<file path="src/hdl/swd_regs.svh">
// Purpose: register map, reset values and timing counts of the output watchdog
// Assumes: byte addresses on a 32-bit classic bus, 16-bit registers in low lanes
// Notes:   nonzero watchdog time means the watchdog is active
`ifndef SWD_REGS_SVH
`define SWD_REGS_SVH

`define SWD_ADR_W       12
`define SWD_DIV_OFS     12'h400
`define SWD_LWD_OFS     12'h410
`define SWD_PWD_OFS     12'h420
`define SWD_CTRL_OFS    12'h120
`define SWD_STAT_OFS    12'h130

`define SWD_DIV_RST     16'h09C2
`define SWD_LWD_RST     16'h03E8
`define SWD_PWD_RST     16'h03E8

// control: requested state code in [3:0]
`define SWD_REQ_LSB     0
`define SWD_REQ_MSB     3
// status fields
`define SWD_ST_REFUSED  4
`define SWD_ST_PD_FIRED 5
`define SWD_ST_LI_FIRED 6
`define SWD_ST_COPY     7

`define SWD_CODE_INIT     4'h1
`define SWD_CODE_PRE_RUN  4'h2
`define SWD_CODE_BOOT     4'h3
`define SWD_CODE_SAFE_RUN 4'h4
`define SWD_CODE_RUN      4'h8

// base clock 25 MHz = 40 ns; system clock 8 ns
`define SWD_CLK_NS      8
`define SWD_BASE_NS     40
`define SWD_BASE_CYC    (`SWD_BASE_NS / `SWD_CLK_NS)
`define SWD_TICK_EXTRA  2

`endif

</file>
<file path="src/hdl/swd_pkg.sv">
// Purpose: shared types of the output watchdog block
// Assumes: nothing
// Notes:   state codes on the bus live in swd_regs.svh
package swd_pkg;
    typedef enum logic [2:0] {
        SWD_INIT,
        SWD_PRE_RUN,
        SWD_SAFE_RUN,
        SWD_RUN,
        SWD_BOOT
    } swd_state_e;
endpackage

</file>
<file path="src/hdl/swd_prescaler.sv">
// Purpose: shared watchdog tick from the 25 MHz base period
// Assumes: divider value 1..65535
// Notes:   one tick every (div + 2) base periods
`timescale 1ns/10ps
`include "swd_regs.svh"
module swd_prescaler
    import swd_pkg::*;
(
    // system
    input  wire logic        clk_i,
    input  wire logic        rst_i,
    // setting
    input  wire logic [15:0] div_i,
    // tick
    output logic             tick_o
);
    localparam logic [2:0] BASE_LAST = 3'(`SWD_BASE_CYC - 1);

    logic [2:0]  base_r;
    logic        base_en;
    logic [16:0] cnt_r;
    logic [16:0] last;

    assign base_en = (base_r == BASE_LAST);
    assign last    = {1'b0, div_i} + 17'(`SWD_TICK_EXTRA - 1);

    // 40 ns base period from the 8 ns clock
    always_ff @(posedge clk_i) begin
        if (rst_i || base_en) begin
            base_r <= 3'h0;
        end else begin
            base_r <= base_r + 3'h1;
        end
    end

    always_ff @(posedge clk_i) begin
        if (rst_i) begin
            cnt_r  <= 17'h00000;
            tick_o <= 1'b0;
        end else begin
            tick_o <= 1'b0;
            if (base_en) begin
                if (cnt_r >= last) begin
                    cnt_r  <= 17'h00000;
                    tick_o <= 1'b1;
                end else begin
                    cnt_r <= cnt_r + 17'h00001;
                end
            end
        end
    end

    tick_gap_a: assert property (@(posedge clk_i) disable iff (rst_i)
        tick_o |=> !tick_o [*8])
        else $error("watchdog ticks too close");
endmodule

</file>
<file path="src/hdl/swd_watchdog.sv">
// Purpose: one timeout watchdog counting shared ticks
// Assumes: restart from logic on the same clock
// Notes:   fired stays until the next restart or a zero time
`timescale 1ns/10ps
module swd_watchdog
    import swd_pkg::*;
(
    // system
    input  wire logic        clk_i,
    input  wire logic        rst_i,
    // timing
    input  wire logic        tick_i,
    input  wire logic [15:0] time_i,
    // activity
    input  wire logic        restart_i,
    output logic             fired_o
);
    logic [15:0] cnt_r;

    always_ff @(posedge clk_i) begin
        if (rst_i || restart_i || time_i == 16'h0000) begin
            cnt_r   <= 16'h0000;
            fired_o <= 1'b0;
        end else if (tick_i && !fired_o) begin
            cnt_r <= cnt_r + 16'h0001;
            if (cnt_r + 16'h0001 >= time_i) begin
                fired_o <= 1'b1;
            end
        end
    end

    restart_clr_a: assert property (@(posedge clk_i) disable iff (rst_i)
        restart_i |=> !fired_o)
        else $error("fired after restart");

    off_quiet_a: assert property (@(posedge clk_i) disable iff (rst_i)
        time_i == 16'h0000 |=> !fired_o)
        else $error("disabled watchdog fired");
endmodule

</file>
<file path="src/hdl/swd_top.sv">
// Purpose: output protection with two watchdogs and the slave state machine
// Assumes: exchange strobes and check results come from logic on clk_i
// Notes:   registers on classic wishbone, one wait state per access
`timescale 1ns/10ps
`include "swd_regs.svh"

// Function
// two watchdogs, each 100 ms by default
// only process-data exchange restarts its watchdog
// timeout clears outputs, state kept
// local interface watchdog fires on silence
// one prescaler, separate counts per watchdog
// timeout is count times tick
// tick is prescaler plus two 40 ns
// prescaler resets to 2498, 100 us
// process-data count resets to 1000
// count 0..65535, prescaler 1..65535
// count zero disables process-data watchdog
// master writes settings only when configured
// power-up state blocks mailbox and process data
// master sets mailbox channels in power-up
// power-up to pre-run checks mailbox setup
// pre-run allows mailbox, rejects process data
// master sets data channels in pre-run
// safe-run entry checks, copies inputs first
// safe-run holds outputs safe, traffic allowed
// disabled watchdog lets safe-run drive outputs
// master sends outputs before run request
// run state drives outputs, all traffic
// firmware load only from power-up, file-only
// illegal or failed requests refused, state kept
module swd_top
    import swd_pkg::*;
(
    // system
    input  wire logic        clk_i,
    input  wire logic        rst_i,
    // wishbone slave
    input  wire logic        wb_cyc_i,
    input  wire logic        wb_stb_i,
    input  wire logic        wb_we_i,
    input  wire logic [11:0] wb_adr_i,
    input  wire logic [3:0]  wb_sel_i,
    input  wire logic [31:0] wb_dat_i,
    output logic [31:0]      wb_dat_o,
    output logic             wb_ack_o,
    // traffic events
    input  wire logic        pd_exchange_i,
    input  wire logic        local_exchange_i,
    // transition checks
    input  wire logic        mbx_cfg_ok_i,
    input  wire logic        pd_cfg_ok_i,
    input  wire logic        dc_cfg_ok_i,
    // output data from the master
    input  wire logic [1:0]  out_data_i,
    // gates and outputs
    output logic             mbx_en_o,
    output logic             file_only_o,
    output logic             pd_en_o,
    output logic             copy_inputs_o,
    output logic [1:0]       dout_o,
    output logic             pd_fired_o,
    output logic             local_fired_o
);
    logic [15:0]  div_r;
    logic [15:0]  lwd_r;
    logic [15:0]  pwd_r;
    logic [3:0]   req_r;
    logic         req_new_r;
    logic         refused_r;
    logic         copy_r;
    logic         out_seen_r;
    swd_state_e   state_r;
    logic         tick;
    logic         pd_fired;
    logic         li_fired;
    logic         bus_req;
    logic         wr;
    logic         pd_ok_xchg;
    logic         drive_ok;

    function automatic logic [15:0] merge16(input logic [15:0] old,
                                            input logic [31:0] d,
                                            input logic [3:0]  sel);
        merge16 = old;
        if (sel[0]) begin
            merge16[7:0] = d[7:0];
        end
        if (sel[1]) begin
            merge16[15:8] = d[15:8];
        end
    endfunction

    function automatic logic [3:0] st2code(input swd_state_e s);
        case (s)
            SWD_INIT:     st2code = `SWD_CODE_INIT;
            SWD_PRE_RUN:  st2code = `SWD_CODE_PRE_RUN;
            SWD_SAFE_RUN: st2code = `SWD_CODE_SAFE_RUN;
            SWD_RUN:      st2code = `SWD_CODE_RUN;
            SWD_BOOT:     st2code = `SWD_CODE_BOOT;
            default:      st2code = 4'h0;
        endcase
    endfunction

    // shared tick, separate counts
    swd_prescaler u_pre (
        .clk_i  (clk_i),
        .rst_i  (rst_i),
        .div_i  (div_r),
        .tick_o (tick)
    );

    swd_watchdog u_pd_wd (
        .clk_i     (clk_i),
        .rst_i     (rst_i),
        .tick_i    (tick),
        .time_i    (pwd_r),
        .restart_i (pd_ok_xchg),
        .fired_o   (pd_fired)
    );

    swd_watchdog u_li_wd (
        .clk_i     (clk_i),
        .rst_i     (rst_i),
        .tick_i    (tick),
        .time_i    (lwd_r),
        .restart_i (local_exchange_i),
        .fired_o   (li_fired)
    );

    // a rejected exchange is not successful, so it cannot keep the dog quiet
    assign pd_ok_xchg = pd_exchange_i && pd_en_o;
    assign bus_req    = wb_cyc_i && wb_stb_i && !wb_ack_o;
    assign wr         = bus_req && wb_we_i;

    // bus answer, one cycle after the request
    always_ff @(posedge clk_i) begin
        if (rst_i) begin
            wb_ack_o <= 1'b0;
        end else begin
            wb_ack_o <= bus_req;
        end
    end

    always_ff @(posedge clk_i) begin
        if (rst_i) begin
            wb_dat_o <= 32'h00000000;
        end else if (bus_req && !wb_we_i) begin
            case (wb_adr_i)
                `SWD_DIV_OFS:  wb_dat_o <= {16'h0000, div_r};
                `SWD_LWD_OFS:  wb_dat_o <= {16'h0000, lwd_r};
                `SWD_PWD_OFS:  wb_dat_o <= {16'h0000, pwd_r};
                `SWD_CTRL_OFS: wb_dat_o <= {28'h0000000, req_r};
                `SWD_STAT_OFS: wb_dat_o <= {24'h000000, copy_r, li_fired,
                                            pd_fired, refused_r, st2code(state_r)};
                default:       wb_dat_o <= 32'h00000000;
            endcase
        end
    end

    // settings; the master decides whether to load them at start-up
    always_ff @(posedge clk_i) begin
        if (rst_i) begin
            div_r <= `SWD_DIV_RST;
            lwd_r <= `SWD_LWD_RST;
            pwd_r <= `SWD_PWD_RST;
        end else if (wr) begin
            case (wb_adr_i)
                `SWD_DIV_OFS: begin
                    // zero is outside the range, keep the old divider
                    if (merge16(div_r, wb_dat_i, wb_sel_i) != 16'h0000) begin
                        div_r <= merge16(div_r, wb_dat_i, wb_sel_i);
                    end
                end
                `SWD_LWD_OFS: lwd_r <= merge16(lwd_r, wb_dat_i, wb_sel_i);
                `SWD_PWD_OFS: pwd_r <= merge16(pwd_r, wb_dat_i, wb_sel_i);
                default: begin
                end
            endcase
        end
    end

    // state request register
    always_ff @(posedge clk_i) begin
        if (rst_i) begin
            req_r     <= `SWD_CODE_INIT;
            req_new_r <= 1'b0;
        end else begin
            req_new_r <= 1'b0;
            if (wr && wb_adr_i == `SWD_CTRL_OFS && wb_sel_i[0]) begin
                req_r     <= wb_dat_i[`SWD_REQ_MSB:`SWD_REQ_LSB];
                req_new_r <= 1'b1;
            end
        end
    end

    // slave state machine
    always_ff @(posedge clk_i) begin
        if (rst_i) begin
            state_r   <= SWD_INIT;
            copy_r    <= 1'b0;
            refused_r <= 1'b0;
        end else begin
            if (copy_r) begin
                state_r <= SWD_SAFE_RUN;
                copy_r  <= 1'b0;
            end else if (req_new_r) begin
                refused_r <= 1'b0;
                case (req_r)
                    `SWD_CODE_INIT: begin
                        state_r <= SWD_INIT;
                    end
                    `SWD_CODE_PRE_RUN: begin
                        if (state_r == SWD_INIT && mbx_cfg_ok_i) begin
                            state_r <= SWD_PRE_RUN;
                        end else if (state_r == SWD_SAFE_RUN || state_r == SWD_RUN) begin
                            state_r <= SWD_PRE_RUN;
                        end else if (state_r != SWD_PRE_RUN) begin
                            refused_r <= 1'b1;
                        end
                    end
                    `SWD_CODE_SAFE_RUN: begin
                        if (state_r == SWD_PRE_RUN && pd_cfg_ok_i && dc_cfg_ok_i) begin
                            copy_r <= 1'b1;
                        end else if (state_r == SWD_RUN) begin
                            state_r <= SWD_SAFE_RUN;
                        end else if (state_r != SWD_SAFE_RUN) begin
                            refused_r <= 1'b1;
                        end
                    end
                    `SWD_CODE_RUN: begin
                        if (state_r == SWD_SAFE_RUN && out_seen_r) begin
                            state_r <= SWD_RUN;
                        end else if (state_r != SWD_RUN) begin
                            refused_r <= 1'b1;
                        end
                    end
                    `SWD_CODE_BOOT: begin
                        if (state_r == SWD_INIT) begin
                            state_r <= SWD_BOOT;
                        end else if (state_r != SWD_BOOT) begin
                            refused_r <= 1'b1;
                        end
                    end
                    default: begin
                        refused_r <= 1'b1;
                    end
                endcase
            end
        end
    end

    // output data seen before run may be requested
    always_ff @(posedge clk_i) begin
        if (rst_i) begin
            out_seen_r <= 1'b0;
        end else if (state_r != SWD_SAFE_RUN && state_r != SWD_RUN) begin
            out_seen_r <= 1'b0;
        end else if (pd_ok_xchg) begin
            out_seen_r <= 1'b1;
        end
    end

    // safe-run may drive only with the watchdog switched off
    assign drive_ok = (state_r == SWD_RUN
                      || (state_r == SWD_SAFE_RUN && pwd_r == 16'h0000))
                      && !pd_fired;

    // traffic gates and outputs
    always_ff @(posedge clk_i) begin
        if (rst_i) begin
            mbx_en_o      <= 1'b0;
            file_only_o   <= 1'b0;
            pd_en_o       <= 1'b0;
            copy_inputs_o <= 1'b0;
            dout_o        <= 2'h0;
            pd_fired_o    <= 1'b0;
            local_fired_o <= 1'b0;
        end else begin
            mbx_en_o      <= state_r == SWD_PRE_RUN || state_r == SWD_SAFE_RUN
                             || state_r == SWD_RUN;
            file_only_o   <= state_r == SWD_BOOT;
            pd_en_o       <= state_r == SWD_SAFE_RUN || state_r == SWD_RUN;
            copy_inputs_o <= copy_r;
            dout_o        <= drive_ok ? out_data_i : 2'h0;
            pd_fired_o    <= pd_fired;
            local_fired_o <= li_fired;
        end
    end

    ack_pulse_a: assert property (@(posedge clk_i) disable iff (rst_i)
        wb_ack_o |=> !wb_ack_o)
        else $error("ack longer than one cycle");

    init_block_a: assert property (@(posedge clk_i) disable iff (rst_i)
        state_r == SWD_INIT |=> !mbx_en_o && !pd_en_o)
        else $error("traffic allowed in power-up state");

    pd_gate_a: assert property (@(posedge clk_i) disable iff (rst_i)
        state_r == SWD_PRE_RUN |=> mbx_en_o && !pd_en_o)
        else $error("pre-run gates wrong");

    fired_safe_a: assert property (@(posedge clk_i) disable iff (rst_i)
        pd_fired |=> dout_o == 2'h0)
        else $error("outputs driven after timeout");

    fired_state_a: assert property (@(posedge clk_i) disable iff (rst_i)
        $rose(pd_fired) && !req_new_r && !copy_r |=> state_r == $past(state_r))
        else $error("timeout changed state");

    safe_hold_a: assert property (@(posedge clk_i) disable iff (rst_i)
        state_r == SWD_SAFE_RUN && pwd_r != 16'h0000 |=> dout_o == 2'h0)
        else $error("safe-run drove outputs");

    run_drive_a: assert property (@(posedge clk_i) disable iff (rst_i)
        state_r == SWD_RUN && !pd_fired |=> dout_o == $past(out_data_i))
        else $error("run state not driving outputs");

    boot_entry_a: assert property (@(posedge clk_i) disable iff (rst_i)
        state_r == SWD_BOOT && $past(state_r) != SWD_BOOT |-> $past(state_r) == SWD_INIT)
        else $error("firmware load not from power-up");

    copy_first_a: assert property (@(posedge clk_i) disable iff (rst_i)
        $rose(copy_inputs_o) |-> state_r == SWD_SAFE_RUN && $past(state_r) == SWD_PRE_RUN)
        else $error("input copy not tied to safe-run entry");

    refuse_keep_a: assert property (@(posedge clk_i) disable iff (rst_i)
        req_new_r && req_r == `SWD_CODE_RUN && state_r == SWD_PRE_RUN
        |=> state_r == SWD_PRE_RUN && refused_r)
        else $error("skipped state accepted");

    run_cov: cover property (@(posedge clk_i) disable iff (rst_i)
        state_r == SWD_RUN);
    fire_cov: cover property (@(posedge clk_i) disable iff (rst_i)
        $rose(pd_fired) && state_r == SWD_RUN);
    refuse_cov: cover property (@(posedge clk_i) disable iff (rst_i)
        $rose(refused_r));
    boot_cov: cover property (@(posedge clk_i) disable iff (rst_i)
        state_r == SWD_BOOT);
endmodule

</file>
<file path="config.mk">
export PLATFORM = sky130hd
export DESIGN_NAME = swd_top
export DESIGN_NICKNAME = d
export VERILOG_FILES = /design/src/hdl/swd_pkg.sv /design/src/hdl/swd_prescaler.sv /design/src/hdl/swd_watchdog.sv /design/src/hdl/swd_top.sv
export VERILOG_INCLUDE_DIRS = /design/src /design/src/hdl
export SDC_FILE = /design/constraint.sdc
export NUM_CORES = 1
export LEC_CHECK = 0
export BUFFER_PORTS_ARGS = -buffer_cell sky130_fd_sc_hd__buf_2
export CORE_MARGIN = 3
export CORE_UTILIZATION = 31
export CTS_CLUSTER_DIAMETER = 100
export CTS_CLUSTER_SIZE = 24
export DETAILED_ROUTE_END_ITERATION = 10
export GPL_ROUTABILITY_DRIVEN = 0
export HOLD_SLACK_MARGIN = 0.06
export PLACE_DENSITY = 0.59
export SLEW_MARGIN = 20
export SYNTH_ARGS = -nofsm -noshare
export SYNTH_HDL_FRONTEND = slang
export SYNTH_SLANG_ARGS = --single-unit
</file>
<file path="constraint.sdc">
create_clock -name clk_i -period 3.9 [get_ports clk_i]
set_clock_uncertainty 0.05 [all_clocks]
set_input_delay 0.39 -clock clk_i [delete_from_list [all_inputs] [get_ports clk_i]]
set_output_delay 0.39 -clock clk_i [all_outputs]
set_load 0.03 [all_outputs]
</file>
## Word-level counts from Yosys, hierarchy flattened

Cells that the tools add are included.

- $add $sub $neg: 5
- Order comparisons: 3
- Equality and inequality tests: 29
- Mux-type cells: 34
- Bitwise gates (word level): 5
- Reduce and logical (&&, ||, !) cells: 51

Operators by type and width:

| kind | number |
|---|---|
| $pmux W16 S5 | 1 |
| $mux W8 | 8 |
| $eq A12 B11 Y1 const B | 3 |
| $add A16 B1 Y16 const B | 2 |
| $ge A16 B16 Y1 | 2 |
| $logic_not A16 Y1 | 2 |
| $eq A12 B9 Y1 const B | 2 |
| $pmux W4 S5 | 1 |
| $mux W3 | 6 |
| $ne A3 B3 Y1 const B | 6 |
| $add A16 B1 Y17 const B | 1 |
| $add A17 B1 Y17 const B | 1 |
| $ge A17 B17 Y1 | 1 |
| $mux W17 | 1 |
| $logic_and A1 B1 Y1 | 16 |
| $reduce_bool A16 Y1 | 1 |
| $pmux W3 S5 | 1 |
| $reduce_and A3 Y1 | 5 |
| $reduce_and A7 Y1 | 2 |
| $mux W1 | 13 |
| $logic_or A1 B1 Y1 | 9 |
| $eq A4 B2 Y1 const B | 2 |
| $ne A2 B2 Y1 const B | 4 |
| $reduce_or A2 Y1 | 4 |
| other kinds (20) | 33 |

- Bits in registers: 155
- Output and inout port bits: 41
- Word-level logic and storage cells: 155

## Depth between registers and ports, before layout

- Word-level depth: 7
- Mapped depth: 13
- Gate-level depth less buffers: 11

## By module

Synthesis repeated with hierarchy kept, for this count alone.

- Cells, all modules: 1,001
- Area, all modules: 8,602.0 um2

Modules (own cells, without submodules):

| module | times used | cells each | area an instance (um2) | sequential area each (um2) |
|---|---|---|---|---|
| swd_top | 1 | 468 | 4,169.0 | 1,681.6 |
| swd_watchdog | 2 | 174 | 1,391.3 | 340.3 |
| swd_prescaler | 1 | 185 | 1,650.3 | 420.4 |

## Worst setup path before layout

Ideal clock, no wire load.

- Kind: register -> register
- Start point: reg div_r[2]
- End point: reg u_pre.cnt_r[10]
- Setup time: 0.138 ns
- Data arrival time: 2.926 ns
- Path slack: 0.787 ns
- Stages on the path, launching flop included: 14
- Path buffers: 2
- Cells stage by stage: dfxtp_1 -> and3_1 -> and3_1 -> and3_1 -> clkbuf_1 -> nand3_1 -> xor2_1 -> ha_1 -> and4_1 -> nand3_1 -> or2_2 -> o21bai_1 -> clkbuf_1 -> a211oi_1

- Word-level cells in the longest chain between the ends: 3

Ends and longest elaborated chain:

| item | RTL line | text |
|---|---|---|
| start, declared | swd_top.sv:65 | `logic [15:0] div_r;` |
| start signal, assigned | swd_top.sv:164 | `` div_r <= `SWD_DIV_RST; `` |
| start signal, assigned | swd_top.sv:172 | `div_r <= merge16(div_r, wb_dat_i, wb_sel_i);` |
| $add A16 B1 Y17 | swd_prescaler.sv:25 | `` assign last = {1'b0, div_i} + 17'(`SWD_TICK_EXTRA - 1); `` |
| $ge A17 B17 Y1 | swd_prescaler.sv:43 | `if (cnt_r >= last) begin` |
| $mux W17 | swd_prescaler.sv:43 |  |
| end signal, assigned | swd_prescaler.sv:47 | `cnt_r <= cnt_r + 17'h00001;` |
| end, declared | swd_prescaler.sv:21 | `logic [16:0] cnt_r;` |

No other way between the ends.
A chain may end at the register's enable or synchronous reset.

## Worst setup path after layout

- Start point: reg div_r[3]
- End point: reg u_pre.cnt_r[13]

The elaborated chain is that of the path after synthesis.

==> results.sh <==
export IMPL_fin_nets=1157
export IMPL_min_delay_path_class="in2reg"
export IMPL_viasPerCell=5.222
export IMPL_root_buffer="clkbuf_16"
export IMPL_synth_distinct_cells=59
export IMPL_drv_cap=0
export IMPL_critPathLaunch="div_r[3]$_SDFFE_PP0P_"
export IMPL_syn_area_um2=8284
export IMPL_finalSetupTns_ns=0
export IMPL_antenna_found_initial=0
export IMPL_gr_total_overflow=0
export IMPL_htreeDepth=4
export IMPL_synth_most_common_cell="dfxtp_1"
export IMPL_fillers=2678
export IMPL_rows=59
export IMPL_yosysWarnings=0
export IMPL_met3_usage_pct=2.912
export IMPL_synth_area_leaders="dfxtp_1, ha_1, nor2_1"
export IMPL_synth_async_reset_ratio_pct=0
export IMPL_yosysTopAreaCell="dfxtp_1"
export IMPL_yosysTopAreaCellShare_pct=33.59
export IMPL_layout_min_cycle_time_ns=3.299
export IMPL_crit_required_ns=4.11
export IMPL_cts_tree="built"
export IMPL_wl_um=21780
export IMPL_leakagePower_nw=3.823
export IMPL_path_cells="and3_1 > and3_1 > and3_1 > nand3_1 > xor2_1 > ha_1 > and4_1 > nand3_1 > or2_2 > o21bai_1 > buf_4 > a211oi_1"
export IMPL_fp_dieH_um=169.5
export IMPL_ctsHoldBuffers=0
export IMPL_synthTopCellsByCount="dfxtp_1, nor2_1, nand2_1"
export IMPL_path_class="reg2reg"
export IMPL_critPathTopFamily="simple AND/OR/NAND/NOR gates"
export IMPL_antenna_cells=0
export IMPL_crit_arrival_ns=3.51
export IMPL_slowest_stage="dfxtp_1"
export IMPL_synth_main_ff_cell="dfxtp_1"
export IMPL_clk_path_buf_depth=2
export IMPL_ant_nets=0
export IMPL_synth_edf_count=0
export IMPL_max_freq_ghz=0.3031
export IMPL_dr_pass1_iters=5
export IMPL_syn_inst=997
export IMPL_vias=7258
export IMPL_top_usage_layer="met2"
export IMPL_grt_max_degree=87
export IMPL_cpMostUsedCell="and3_1"
export IMPL_use_met2_pct=23.58
export IMPL_worstSetupEndpointType="flip-flop"
export IMPL_drt_drc_violations_left=0
export IMPL_area_growth_pct=14.53
export IMPL_grt_pass1_vias=6643
export IMPL_clk_pin_slew_worst_paths_ns=0.06
export IMPL_setup_viol=0
export IMPL_grtUsageTotal_pct=14.96
export IMPL_fin_cells=1390
export IMPL_yosysSeqAreaShare_pct=33.59
export IMPL_post_route_period_util_pct=84.60
export IMPL_cp_buffers_inverters=1
export IMPL_core_um2=26130
export IMPL_final_hold_viol_count=0
export IMPL_r2r_start="div_r[3]$_SDFFE_PP0P_"
export IMPL_post_cts_buffers=0
export IMPL_rsz0062_at_grt="no"
export IMPL_ios=101
export IMPL_met1_usage_pct=20.95
export IMPL_startpoint_type="flip-flop"
export IMPL_cp_max_fo=12
export IMPL_powerDensity_nw_per_um2=363.0
export IMPL_post_cts_resized=0
export IMPL_clock_sinks=139
export IMPL_slowest_delay_ns=0.44
export IMPL_place_inst=1358
export IMPL_ir_worst_vdd_uv=305.3
export IMPL_clkLatencyLatePin_ns=0.43
export IMPL_status="finished clean"
export IMPL_grt_pass1_wl_um=34530
export IMPL_dp_hpwl_um=16300
export IMPL_ys_ff_latch=139
export IMPL_worst_pin_slew_ns=0.9801
export IMPL_min_from="out_data_i[0]"
export IMPL_layout_drive_gt1_share_pct=11.09
export IMPL_cts_inserted_buffers=17
export IMPL_final_max_slew_viol_count=0
export IMPL_port_buffers=66
export IMPL_synth_avg_cell_area_um2=8.309
export IMPL_die_area_um2=28720
export IMPL_start_util_pct=31.70
export IMPL_routedWlPerCell_um=15.67
export IMPL_drtIter0Drc=623
export IMPL_die_w_um=169.5
export IMPL_maxSlewHeadroom_pct=34.06
==> kinds of logic after synthesis <==
| kind of cell | Yosys count | synth area share [%] |
|---|---|---|
| AO/OA/AOI/OAI | 166 | 12.79 |
| XOR/XNOR | 83 | 8.775 |
| adder cells (fa/ha/maj) | 55 | 8.307 |
| buffers and inverters | 111 | 6.041 |
| flip-flops | 139 | 33.59 |
| multiplexers | 52 | 6.389 |
| other | 1 | 0.04527 |
| AND/OR/NAND/NOR | 390 | 24.06 |
==> worst reg2reg max path, cell delays in order, from the launching register on <==
cell	delay (ns)
dfxtp_1	0.44
and3_1	0.24
and3_1	0.20
and3_1	0.29
nand3_1	0.12
xor2_1	0.17
ha_1	0.30
and4_1	0.21
nand3_1	0.10
or2_2	0.31
o21bai_1	0.34
buf_4	0.27
a211oi_1	0.09
==> where the power goes <==
part / internal [mW] / switching, mW
sequential: 1.43 / 0.00342
combinational: 0.0441 / 0.110
clock: 1.22 / 0.644
total: 2.69 / 0.757
==> through the flow <==
stage          power (mW)  hold WS (ns)  area, um^2  utilization (%)  worst slack, ns
6_report            3.444        0.1188        9488            36.31           0.6006
3_3_place_gp        1.611        0.3884        8821            33.75           0.6735
5_1_grt             3.542        0.1101        9488            36.31           0.3075
3_5_place_dp        1.612        0.3906        8821            33.75           0.6284
2_1_floorplan       1.564        0.3770        8341                -           0.7867
4_1_cts             3.470        0.1009        9488            36.31           0.6093
==> cell type report <==
class	instances	area (um^2)	area share (%)
multi-input cells	762	5057	53.30
flip-flops and latches	139	2783	29.33
clock buffers	21	450.4	4.747
well taps	335	419.2	4.418
repair buffers	71	370.4	3.903
clock inverters	11	216.5	2.281
inverters	51	191.4	2.018
==> placed cells by master (no fill, tap or decap), drive strengths merged, types with 13 or more instances in the layout <==
cell type  count
a211oi        21
a21oi         52
buf           71
clkbuf        21
conb          16
dfxtp        139
ha            55
inv           51
mux2i         45
nand2         64
nand2b        31
nand3         32
nand4         20
nor2         122
nor2b         13
nor3          21
nor4          26
o21ai         38
xnor2         34
xor2          49
==> worst paths after layout <==
| kind | endpoint | slack, ns | cells after the start |
|---|---|---|---|
| max | u_pre.cnt_r[13]$_SDFFE_PP0N_ | 0.60 | 12 |
| min | dout_o[0]$_SDFF_PP0_ | 0.12 | 2 |
| min reg2reg | wb_dat_o[11]$_SDFFE_PP0P_ | 0.41 | 2 |
| max reg2reg | u_pre.cnt_r[13]$_SDFFE_PP0N_ | 0.60 | 12 |
==> per-layer routing <==
| metal | routed length [um] | up-vias | part of all wire, % |
|---|---|---|---|
| li1 | - | 3596 | - |
| met1 | 10660 | 3460 | 49 |
| met2 | 9692 | 183 | 45 |
| met3 | 1113 | 19 | 5.1 |
| met4 | 308 | 0 | 1.4 |
| met5 | 0 | - | 0 |
==> sequential cells by signal (all words and copies together), names as in the netlist, 2 cells and up <==
name,count
lwd_r,16
pwd_r,16
state_r,3
u_pre.base_r,3
div_r,16
dout_o,2
req_r,4
wb_dat_o,16
u_li_wd.cnt_r,16
u_pd_wd.cnt_r,16
u_pre.cnt_r,17
Power figures use the tool's default switching activity.
